--- src/sbtc_map.svh ---
// constants for the sixteen-bit timer/counter: control bit positions,
// reset values and prescaler defaults; definitions only.
// Notes on behaviour
// RQ1 - sixteen-bit free-running counter, advances once per selected prescaled input tick
// RQ2 - four modes: timer, gated timer, synchronous and asynchronous counter; one active
// RQ3 - asynchronous counter mode counts the external input without the clock synchroniser
// RQ4 - with sync selected, external count is synchronised after the prescaler, not before
// RQ5 - timer and gated timer modes count the instruction cycle clock
// RQ6 - both counter modes count edges on the external count input pin
// RQ7 - clock source select sits at bit 1 of the control word
// RQ8 - external clock sync select sits at bit 2 of the control word
// RQ9 - gate accumulate enable sits at bit 6 of the control word
// RQ10 - source 0: gate 0 gives timer, gate 1 gated timer; sync ignored
// RQ11 - source 1: sync 1 gives synchronous, sync 0 asynchronous counter; gate ignored
// RQ12 - gated timer advances on cycle clocks only while gate input is high
`ifndef SBTC_MAP_SVH
`define SBTC_MAP_SVH

`define SBTC_CTL_W 16
`define SBTC_CTL_CS_BIT 1
`define SBTC_CTL_SYNC_BIT 2
`define SBTC_CTL_GATE_BIT 6
`define SBTC_COUNT_W 16
`define SBTC_COUNT_RST 16'h0000
`define SBTC_COUNT_MAX 16'hFFFF
`define SBTC_PRE_W 8
`define SBTC_PRE_DIV 1
`define SBTC_SETTLE_CYC 2'h3

`endif

--- src/sbtc_pkg.sv ---
// types shared by the timer/counter modules.
// assumes sbtc_map.svh supplies the numeric constants.
package sbtc_pkg;
  // operating mode decoded from the control word
  typedef enum logic [1:0] {
    mode_timer,
    mode_gated,
    mode_sync_cnt,
    mode_async_cnt
  } sbtc_mode_e;
endpackage : sbtc_pkg

--- src/sbtc_pre_if.sv ---
// link between the timer core and its prescaler.
// assumes one clock shared by both ends.
`timescale 1ns/1ns
interface sbtc_pre_if;
  logic tick_in;
  logic restart;
  logic div_level;
  modport core (output tick_in, output restart, input div_level);
  modport pre (input tick_in, input restart, output div_level);
endinterface : sbtc_pre_if

--- src/sbtc_prescale.sv ---
// prescaler: toggles a level once every div input ticks.
// assumes ticks are one-cycle pulses on clk; restart clears it.
`timescale 1ns/1ns
`include "sbtc_map.svh"
module sbtc_prescale #(
  parameter int PRE_W = `SBTC_PRE_W,
  parameter logic [PRE_W-1:0] PRE_DIV = PRE_W'(`SBTC_PRE_DIV)
) (
  // clock and reset
  input wire logic clk,
  input wire logic rst_b,
  // core side
  sbtc_pre_if.pre pre
);
  logic [PRE_W-1:0] cnt_r;
  logic [PRE_W-1:0] cnt_nxt;
  logic level_r;
  logic level_nxt;
  wire logic at_end;

  // terminal tick of each prescale period
  assign at_end = (cnt_r >= PRE_DIV - PRE_W'(1));
  assign cnt_nxt = pre.restart ? '0 : (pre.tick_in ? (at_end ? '0 : cnt_r + PRE_W'(1)) : cnt_r);
  assign level_nxt = pre.restart ? 1'b0 : ((pre.tick_in && at_end) ? ~level_r : level_r);
  assign pre.div_level = level_r;

  // period counter and output level
  always_ff @(posedge clk) begin
    if (!rst_b) begin
      cnt_r <= '0;
      level_r <= 1'b0;
    end else begin
      cnt_r <= cnt_nxt;
      level_r <= level_nxt;
    end
  end
endmodule : sbtc_prescale

--- src/sbtc_top.sv ---
// sixteen-bit timer/counter core with four modes and a prescaler.
// control word, enable, load and pins feed one free-running count.
// assumes all inputs synchronous to clk, which is the instruction cycle clock.
// assumes the external pin is already clean and sampled on clk.
`timescale 1ns/1ns
`include "sbtc_map.svh"
module sbtc_top #(
  parameter int PRE_W = `SBTC_PRE_W,
  parameter logic [PRE_W-1:0] PRE_DIV = PRE_W'(`SBTC_PRE_DIV)
) (
  // clock and reset
  input wire logic clk,
  input wire logic rst_b,
  // configuration
  input wire logic [`SBTC_CTL_W-1:0] timer_control_reg,
  input wire logic timer_on,
  // counter load
  input wire logic load,
  input wire logic [`SBTC_COUNT_W-1:0] load_value,
  // pins
  input wire logic external_count_input,
  input wire logic gate_in,
  // status
  output logic [`SBTC_COUNT_W-1:0] count,
  output logic rollover,
  output sbtc_pkg::sbtc_mode_e mode
);
  sbtc_pre_if pre_link ();

  // control fields
  wire logic clock_source_select;
  wire logic ext_clock_sync_select;
  wire logic gate_accumulate_enable;
  assign clock_source_select = timer_control_reg[`SBTC_CTL_CS_BIT]; // [RQ7]
  assign ext_clock_sync_select = timer_control_reg[`SBTC_CTL_SYNC_BIT]; // [RQ8]
  assign gate_accumulate_enable = timer_control_reg[`SBTC_CTL_GATE_BIT]; // [RQ9]

  // mode decode, exactly one active
  function automatic sbtc_pkg::sbtc_mode_e decode_mode(
    input logic cs,
    input logic sy,
    input logic gt
  );
    decode_mode = sbtc_pkg::mode_timer;
    unique case (cs)
      // internal clock: gate bit picks plain or gated timing
      1'b0: begin
        decode_mode = gt ? sbtc_pkg::mode_gated : sbtc_pkg::mode_timer; // [RQ10]
      end
      // pin clock: sync bit picks the counter flavour
      1'b1: begin
        decode_mode = sy ? sbtc_pkg::mode_sync_cnt : sbtc_pkg::mode_async_cnt; // [RQ11]
      end
    endcase
  endfunction : decode_mode

  // level change between two samples, one-cycle pulse
  function automatic logic toggled(input logic now_lvl, input logic prev_lvl);
    toggled = now_lvl ^ prev_lvl;
  endfunction : toggled

  wire sbtc_pkg::sbtc_mode_e mode_nxt;
  assign mode_nxt = decode_mode(clock_source_select, ext_clock_sync_select,
                                gate_accumulate_enable); // [RQ2]

  // mode and enable state
  sbtc_pkg::sbtc_mode_e mode_r;
  logic on_r;

  // synchroniser and edge history
  logic ext_prev_r;
  logic div_prev_r;
  logic sync1_r;
  logic sync2_r;
  logic sync2_prev_r;

  // settle, counter and wrap state
  logic [1:0] settle_r;
  logic [1:0] settle_nxt;
  logic [`SBTC_COUNT_W-1:0] count_r;
  logic [`SBTC_COUNT_W-1:0] count_nxt;
  logic rollover_r;
  logic rollover_nxt;

  // restart prescaler whenever mode or enable changes
  wire logic reconfig;
  assign reconfig = (mode_nxt != mode_r) || (timer_on != on_r);

  // raw tick into the prescaler
  wire logic ext_rise;
  wire logic cycle_tick;
  assign ext_rise = external_count_input && !ext_prev_r; // [RQ6]
  assign cycle_tick = (mode_r == sbtc_pkg::mode_timer) ||
                      (mode_r == sbtc_pkg::mode_gated && gate_in); // [RQ5] [RQ12]
  assign pre_link.tick_in = on_r && (clock_source_select ? ext_rise : cycle_tick);
  assign pre_link.restart = reconfig || !timer_on;

  sbtc_prescale #(
    .PRE_W(PRE_W),
    .PRE_DIV(PRE_DIV)
  ) u_pre (
    .clk(clk),
    .rst_b(rst_b),
    .pre(pre_link)
  );

  // prescaler output edges, direct and synchronised
  wire logic async_edge;
  wire logic sync_edge;
  wire logic sel_edge;
  assign async_edge = toggled(pre_link.div_level, div_prev_r); // [RQ3]
  assign sync_edge = toggled(sync2_r, sync2_prev_r); // [RQ4]
  assign sel_edge = (mode_r == sbtc_pkg::mode_sync_cnt) ? sync_edge : async_edge;

  // counter next state; ignore edges while the pipeline settles
  wire logic advance;
  wire logic [`SBTC_COUNT_W-1:0] count_inc;
  assign advance = on_r && (settle_r == 2'h0) && sel_edge;
  assign settle_nxt = reconfig ? `SBTC_SETTLE_CYC : (settle_r != 2'h0 ? settle_r - 2'h1 : 2'h0);
  // one step up, wraps from all ones to zero
  assign count_inc = count_r + `SBTC_COUNT_W'(1); // [RQ1]
  // a load wins over a count in the same cycle
  assign count_nxt = load ? load_value : (advance ? count_inc : count_r); // [RQ1]
  assign rollover_nxt = !load && advance && (count_r == `SBTC_COUNT_MAX);

  // pin history for rising-edge detect, idle low like the pin
  always_ff @(posedge clk) begin
    if (!rst_b) begin
      ext_prev_r <= 1'b0;
    end else begin
      ext_prev_r <= external_count_input;
    end
  end

  // prescaler level history for the direct path
  always_ff @(posedge clk) begin
    if (!rst_b) begin
      div_prev_r <= 1'b0;
    end else begin
      div_prev_r <= pre_link.div_level;
    end
  end

  // first synchroniser stage, read only by the second
  always_ff @(posedge clk) begin
    if (!rst_b) begin
      sync1_r <= 1'b0;
    end else begin
      sync1_r <= pre_link.div_level; // [RQ4]
    end
  end

  // second synchroniser stage
  always_ff @(posedge clk) begin
    if (!rst_b) begin
      sync2_r <= 1'b0;
    end else begin
      sync2_r <= sync1_r;
    end
  end

  // synchronised level history for the sync path
  always_ff @(posedge clk) begin
    if (!rst_b) begin
      sync2_prev_r <= 1'b0;
    end else begin
      sync2_prev_r <= sync2_r;
    end
  end

  // registered mode
  always_ff @(posedge clk) begin
    if (!rst_b) begin
      mode_r <= sbtc_pkg::mode_timer;
    end else begin
      mode_r <= mode_nxt;
    end
  end

  // registered enable, compared to spot a restart
  always_ff @(posedge clk) begin
    if (!rst_b) begin
      on_r <= 1'b0;
    end else begin
      on_r <= timer_on;
    end
  end

  // blanking after reset or reconfiguration
  always_ff @(posedge clk) begin
    if (!rst_b) begin
      settle_r <= `SBTC_SETTLE_CYC;
    end else begin
      settle_r <= settle_nxt;
    end
  end

  // the count itself
  always_ff @(posedge clk) begin
    if (!rst_b) begin
      count_r <= `SBTC_COUNT_RST;
    end else begin
      count_r <= count_nxt; // [RQ1]
    end
  end

  // one-cycle wrap pulse
  always_ff @(posedge clk) begin
    if (!rst_b) begin
      rollover_r <= 1'b0;
    end else begin
      rollover_r <= rollover_nxt;
    end
  end

  // outputs straight from their flip-flops
  assign count = count_r;
  assign rollover = rollover_r;
  assign mode = mode_r;
endmodule : sbtc_top

--- config.mk ---
export PLATFORM = sky130hd
export DESIGN_NAME = sbtc_top
export DESIGN_NICKNAME = d
export VERILOG_FILES = /design/src/sbtc_pkg.sv /design/src/sbtc_pre_if.sv /design/src/sbtc_prescale.sv /design/src/sbtc_top.sv
export VERILOG_INCLUDE_DIRS = /design/src /design/src/src
export SDC_FILE = /design/constraint.sdc
export NUM_CORES = 1
export LEC_CHECK = 0
export BUFFER_PORTS_ARGS = -buffer_cell sky130_fd_sc_hd__buf_2
export CORE_MARGIN = 2
export CORE_UTILIZATION = 43
export DETAILED_ROUTE_END_ITERATION = 7
export PLACE_DENSITY = 0.8
export SETUP_SLACK_MARGIN = 0.2
export SLEW_MARGIN = 40
export SYNTH_ARGS = -nofsm -noshare
export SYNTH_HDL_FRONTEND = slang
export SYNTH_HIERARCHICAL = 1
export SYNTH_SLANG_ARGS = --single-unit
export TNS_END_PERCENT = 5
--- constraint.sdc ---
create_clock -name clk -period 1.8 [get_ports clk]
set_input_delay 0 -clock clk [delete_from_list [all_inputs] [get_ports clk]]
set_output_delay 0 -clock clk [all_outputs]
set_load 0.01 [all_outputs]
==> results of run 1 <==
per-layer routing:
| metal | GRT usage | vias to the layer above | part of all wire |
|---|---|---|---|
| li1 | - | 776 | - |
| met1 | 0.250 | 709 | 0.45 |
| met2 | 0.367 | 45 | 0.51 |
| met3 | 0.0277 | 4 | 0.039 |
| met4 | 0.0621 | 0 | 0.0087 |
| met5 | 0 | - | 0 |
worst min-delay path, cell delays in order:
cell      delay (ns)
buf_2           0.07
nand2b_1        0.11
o311a_1         0.15
area by class of cell:
cell class	count	share of cell area
clock buffer	4	0.0129
sequential	27	0.268
timing repair buffer	83	0.284
tap	44	0.0271
multi-input combinational	118	0.394
inverter	7	0.0129
cell usage in the layout (no fill, tap or decap), drive strengths merged, types with 3 or more instances in the layout:
master       count
xor2             4
nand4            3
inv              6
o21ai           15
nand3           10
dlygate4sd3     20
nand2            5
and2             6
dfxtp           27
nand2b           6
or4             13
a31oi           12
nor4             3
or3              5
nor3             3
o31ai           11
clkbuf           4
buf             63
repair_timing:
| item | in CTS | in global routing |
|---|---|---|
| endpoints found under the setup margin | 14 | 16 |
| pin swaps | 1 | 3 |
| endpoints found under the hold margin | 20 | 0 |
| resized for setup | 0 | 5 |
| hold buffers | 20 | 0 |
cell usage after synthesis, drive strengths merged, types with 2 or more instances:
master  count  area [sq um]
nor3        3          15.0
o311a       2          20.0
nand4       3          18.8
o21a        2          15.0
a31oi      12          75.1
and3        2          12.5
or3         5          31.3
clkbuf     10          37.5
nand3      10          50.1
xor2        4          35.0
dfxtp      27           541
o21ai      15          75.1
o31ai      11          82.6
and2        6          37.5
nor4        3          18.8
inv         6          22.5
nand2b      6          37.5
a21boi      2          15.0
nand2       5          18.8
or4        13           101
power groups by stage:
stage | logic [mW] | registers (mW) | clock network, mW
2_1_floorplan | 0.0823 | 0.688 | 0
3_3_place_gp | 0.206 | 0.667 | 0
3_5_place_dp | 0.209 | 0.667 | 0
4_1_cts | 0.243 | 0.654 | 0.268
5_1_grt | 0.274 | 0.660 | 0.285
6_report | 0.247 | 0.656 | 0.262
state kept, by name (all words and copies together) (netlist names):
signal,cells
count,16
ext_prev_r,1
mode,2
on_r,1
rollover,1
settle_r,2
sync1_r,1
sync2_prev_r,1
sync2_r,1
u_pre/pre.div_level,1
logic make-up (layout without fill, tap and decap cells):
group                    count (synthesis)  after routing
AO/OA/AOI/OAI                           48             48
multiplexers                             1              1
buffers and inverters                   18             94
flip-flops                              27             27
AND/OR/NAND/NOR                         63             63
XOR/XNOR                                 5              5
adder cells (fa/ha/maj)                  1              1
metrics by stage:
| step | setup TNS [ns] | utilization |
|---|---|---|
| after floorplan | -0.118 | - |
| after global placement | -0.0883 | 0.586 |
| after detailed placement | -0.193 | 0.586 |
| after CTS | -0.375 | 0.661 |
| after global routing | -0.958 | 0.666 |
| final | -0.346 | 0.666 |
how the worst max path moves through the flow:
stage | cells past startpoint | slack, ns | endpoint
floorplan | 5 | -0.03 | count[10]
global placement | 4 | -0.04 | count[15]
detailed placement | 4 | -0.08 | count[15]
CTS | 4 | -0.11 | count[15]
global route | 4 | -0.19 | count[15]
finish | 4 | -0.08 | count[15]
==> out/metrics.csv, run 1 <==
stage,metric,value,unit
run_status,outcome,"complete, but fails checks",
run_status,violations,setup timing,
power,power_density,573,nW/um^2
power,p_int,850,uW
yosys,syn_area_per_cell,8.53,sq um
critical_path,cp_num_buf_inv,0,
floorplan,die_area,3700,sq um
finish,multi_input_area,801,sq um
clock_tree,cts_setup_buffers,0,
finish,drive_above_1_share,0.326,
yosys,seq_area_frac_synth,0.389,
clock_tree,clk_path_buf_depth,2,
critical_path,critPathRequiredTime,2.07,ns
yosys,yosys_warnings,6,
yosys,synthAdderAreaFrac,0.00900,
yosys,ys_types,37,
place,pre_cts_slack,-0.0832,ns
critical_path,r2r_cells,4,
clock_tree,clock-sinks,27,
yosys,netlist_instances,163,
critical_path,rr_endpoint,count[15],
clock_tree,cts_buffers,3,
yosys,synth_top_family_by_area,simple AND/OR/NAND/NOR gates,
finish,ff_latch_area,546,sq um
critical_path,r2r-start,settle_r[0],
sta,grt_setup_unrepaired,true,
floorplan,fp.coreArea,3050,sq um
detailed_routing,wirelength,3570,um
critical_path,crit_path_max_incr_delay,0.48,ns
finish,final_cells,283,
clock_tree,cts_tree,yes,
floorplan,start_util,0.455,
clock_tree,clk-insertion-delay-late,0.33,ns
sta,finalClockSkew,0.0171,ns
power,clock_power_share,0.225,
floorplan,die_x,60.9,um
worst_hold_path,hold_path.class,in -> reg,
yosys,synth_area,1390,sq um
yosys,synth_seq_cells,27,
finish,n_antenna_cell,0,
place,dp_cells,259,
clock_tree,cts_root_buf,clkbuf_4,
floorplan,fp-row-count,20,
sta,slew_headroom,0.717,
sta,drv_slew,0,
grt,grt_overflow,0,
critical_path,path_class,reg -> reg,
detailed_routing,remaining_drc_errors,0,
critical_path,startpoint_type,register,
power,p_leak,0.828,nW
grt,grt_pass1_vias,1407,
sta,max_freq,531,MHz
place,place_congestion,0.766,
yosys,synth_nets,202,
grt,grt_pass1_wl,5790,um
detailed_routing,ant_nets,0,
worst_hold_path,worstHoldStart,load_value[7],
grt,grt_max_degree,34,
detailed_routing,drt-initial-drc-count,94,
yosys,synth_xor_area_frac,0.0315,
critical_path,crit_arrival,2.16,ns
power,net-switching-power,315,uW
yosys,async_reset_ff_frac,0,
flow_run,maxCapViolations,0,
floorplan,die_y,60.9,um
sta,whs,0.0242,ns
critical_path,critPathTopFamily,simple AND/OR/NAND/NOR gates,
detailed_routing,first_pass_iters,4,
place,portBuffers,43,
sta,final_hold_viol_count,0,
place,placed_area,1790,sq um
yosys,synth_top_flop_cell,dfxtp_1,
sta,worstMarginPinSlew,0.424,ns
worst_hold_path,hold_depth,3,
sta,finalCriticalPeriod,1.88,ns
finish,area_growth,46.2,%
finish,design_area,2030,sq um
floorplan,num_io_pins,57,
finish,nNetsFinal,279,
power,power,1.16,mW
critical_path,cp-startpoint,settle_r[0],
critical_path,crit_chain,or3b_4 > or4_4 > or4_1 > a31oi_1,
critical_path,crit_path_end_kind,register,
detailed_routing,vias_per_cell,5.42,
yosys,synth-simple-area-share,0.288,
sta,min_period_over_period,1.05,
sta,setup-violations-final,9,
yosys,synth_edf_count,0,
power,pwr-share-seq,0.563,
worst_hold_path,min_to,count[7],
place,dp_hpwl,2380,um
grt,grt_usage,0.203,
finish,num-fill-cells,261,
sta,setup_slack,-0.0823,ns
power,swShare,0.270,
detailed_routing,routedWlPerCell,12.6,um
clock_tree,cts-htree-levels,1,
detailed_routing,dr_total_vias,1534,
critical_path,cpMaxStageDelayCell,or4_1,
power,vdd_drop_max,0.405,mV
yosys,synth-compound-area-share,0.226,
critical_path,reg2reg_slack,-0.08,ns
critical_path,worstPathMaxFanout,5,
yosys,muxShareOfSynthArea,0.00720,
power,p_comb_frac,0.212,
clock_tree,path_clk_slew,0.15,ns
grt,antenna_found_initial,0,
Note: power is estimated with default switching activity, not from simulation.
==> run 2: changes to the inputs <==
==> constraint.sdc (replaced) <==
create_clock -name clk -period 1.7 [get_ports clk]
set_input_delay 0 -clock clk [delete_from_list [all_inputs] [get_ports clk]]
set_output_delay 0 -clock clk [all_outputs]
set_load 0.01 [all_outputs]
==> run 2 against run 1 <==
Against the previous run:
- routed wire length is 4.9% higher
- cell area grew 1.8%
- the run still ends with setup timing left
- utilization is 1.2 points higher
- combinational power is 8.9% higher
- first-iteration DRC count up 46%
- register-to-register slack worse by 0.11 ns
- die area is the same
- clock skew increased by 0.0021 ns
- sequential share of layout area fell by 0.41 points
- sequential cell count unchanged
==> out/metrics.csv, run 2 (same netlist as run 1, synthesis figures left out) <==
stage,metric,value,unit,change
place,portBuffers,43,,unchanged
floorplan,start_util,0.455,,unchanged
critical_path,cpMaxStageDelayCell,or4_1,,
grt,grt_overflow,0,,unchanged
power,power,1.24,mW,+6.9%
finish,area_growth,48.8,%,
sta,finalClockSkew,0.0192,ns,+0.00215 ns
sta,worstMarginPinSlew,0.465,ns,+0.0411 ns
clock_tree,cts_setup_buffers,0,,unchanged
finish,final_common_cell,buf_2,,
run_status,outcome,"complete, but fails checks",,
sta,max_freq,528,MHz,-0.58%
critical_path,crit_chain,or3b_4 > or4_4 > or4_1 > a31oi_1,,
finish,largest_reg_flops,16,,unchanged
power,power_density,602,nW/um^2,+5.0%
detailed_routing,vias_per_cell,5.34,,-1.4%
floorplan,die_area,3700,sq um,unchanged
finish,design_area,2070,sq um,+1.8%
sta,finalCriticalPeriod,1.89,ns,+0.0110 ns
finish,utilization,0.677,,+0.0119
finish,multi_input_area,810,sq um,+1.1%
place,pre_cts_slack,-0.191,ns,-0.108 ns
run_status,violations,setup timing,,
grt,antenna_found_initial,0,,unchanged
place,dp_cells,261,,+0.77%
detailed_routing,drt-initial-drc-count,137,,+46%
sta,setup-violations-final,12,,+3
floorplan,fp-row-count,20,,unchanged
critical_path,cp_num_buf_inv,0,,unchanged
critical_path,crit_path_end_kind,register,,
finish,final_cell_mix,"43 x buf_2, 22 x dfxtp_1, 21 x dlygate4sd3_1, 21 x buf_4, 15 x o21ai_0",,
clock_tree,cts-htree-levels,1,,unchanged
power,vdd_drop_max,0.352,mV,-13%
floorplan,die_x,60.9,um,unchanged
finish,n_antenna_cell,0,,unchanged
finish,final_cells,286,,+1.1%
clock_tree,cts_tree,yes,,
sta,tns,-1.60,ns,-1.26 ns
floorplan,num_io_pins,57,,unchanged
critical_path,worstPathMaxFanout,6,,+1
power,p_leak,0.848,nW,+2.4%
clock_tree,cts_buffers,3,,unchanged
flow_run,maxCapViolations,0,,unchanged
critical_path,startpoint_type,register,,
finish,nNetsFinal,282,,+1.1%
worst_hold_path,hold_path.class,in -> reg,,
grt,grt_max_degree,34,,unchanged
finish,num-fill-cells,263,,+0.77%
critical_path,critPathTopFamily,simple AND/OR/NAND/NOR gates,,
place,dp_hpwl,2480,um,+4.0%
place,place_congestion,0.788,,+2.8%
detailed_routing,dr_total_vias,1528,,-0.39%
critical_path,crit_arrival,2.18,ns,+0.02 ns
sta,grt_setup_unrepaired,true,,
grt,grt_pass1_wl,6090,um,+5.1%
grt,grt_pass1_vias,1420,,+0.92%
clock_tree,clock-sinks,27,,unchanged
critical_path,path_class,reg -> reg,,
sta,whs,0.0328,ns,+0.00860 ns
critical_path,crit_path_max_incr_delay,0.48,ns,about the same
clock_tree,clk_path_buf_depth,2,,unchanged
finish,drive_above_1_share,0.343,,+0.0166
sta,slew_headroom,0.687,,-0.0303
finish,ff_latch_area,547,sq um,+0.23%
sta,final_hold_viol_count,0,,unchanged
clock_tree,cts_root_buf,clkbuf_4,,
sta,min_period_over_period,1.11,,+0.0680
sta,setup_slack,-0.193,ns,-0.111 ns
detailed_routing,ant_nets,0,,unchanged
grt,grt_usage,0.216,,+0.0123
detailed_routing,routedWlPerCell,13.1,um,+3.8%
critical_path,critPathRequiredTime,1.98,ns,-0.09 ns
clock_tree,path_clk_slew,0.16,ns,about the same
detailed_routing,wirelength,3750,um,+4.9%
detailed_routing,remaining_drc_errors,0,,unchanged
clock_tree,clk-insertion-delay-late,0.34,ns,about the same
detailed_routing,first_pass_iters,4,,unchanged
floorplan,fp.coreArea,3050,sq um,unchanged
sta,drv_slew,0,,unchanged
floorplan,die_y,60.9,um,unchanged
place,placed_area,1810,sq um,+0.84%
## run 2: metal layers
metal / part of all wire / wire, um / track usage
met1: 0.44 / 1640 / 0.272
met2: 0.51 / 1930 / 0.370
met3: 0.033 / 123 / 0.0235
met4: 0.014 / 51 / 0.0963
met5: 0 / 0 / 0
## run 2: final timing paths
| kind | slack (ns) | cells after the start | startpoint | end |
|---|---|---|---|---|
| min reg2reg | 0.48 | 1 | sync2_r | sync2_prev_r |
| max | -0.19 | 4 | settle_r[0] | count[15] |
| max reg2reg | -0.19 | 4 | settle_r[0] | count[15] |
| min | 0.03 | 2 | load | count[7] |
## run 2: worst register-to-register path, stage by stage (launching register included)
cell	delay, ns
dfxtp_1	0.34
or3b_4	0.42
or4_4	0.47
or4_1	0.48
a31oi_1	0.13
## run 2: repair_timing
item,in CTS,in global routing
hold endpoints to repair,21,0
pin swaps,2,4
cloned,0,0
hold buffers,21,0
setup endpoints to repair,16,16
resized for setup,2,5
## run 2: cell type report
| class | count | area share |
|---|---|---|
| well taps | 44 | 0.0266 |
| clock buffers | 3 | 0.0109 |
| multi-input cells | 118 | 0.391 |
| inverters | 7 | 0.0127 |
| flip-flops and latches | 27 | 0.264 |
| clock inverters | 1 | 0.00242 |
| repair buffers | 86 | 0.292 |
## run 2: report_power, final
part | switching (mW) | leakage [nW] | internal (mW)
sequential | 0.0266 | 0.225 | 0.668
combinational | 0.122 | 0.606 | 0.146
clock | 0.193 | 0.0177 | 0.0884
total | 0.342 | 0.848 | 0.903
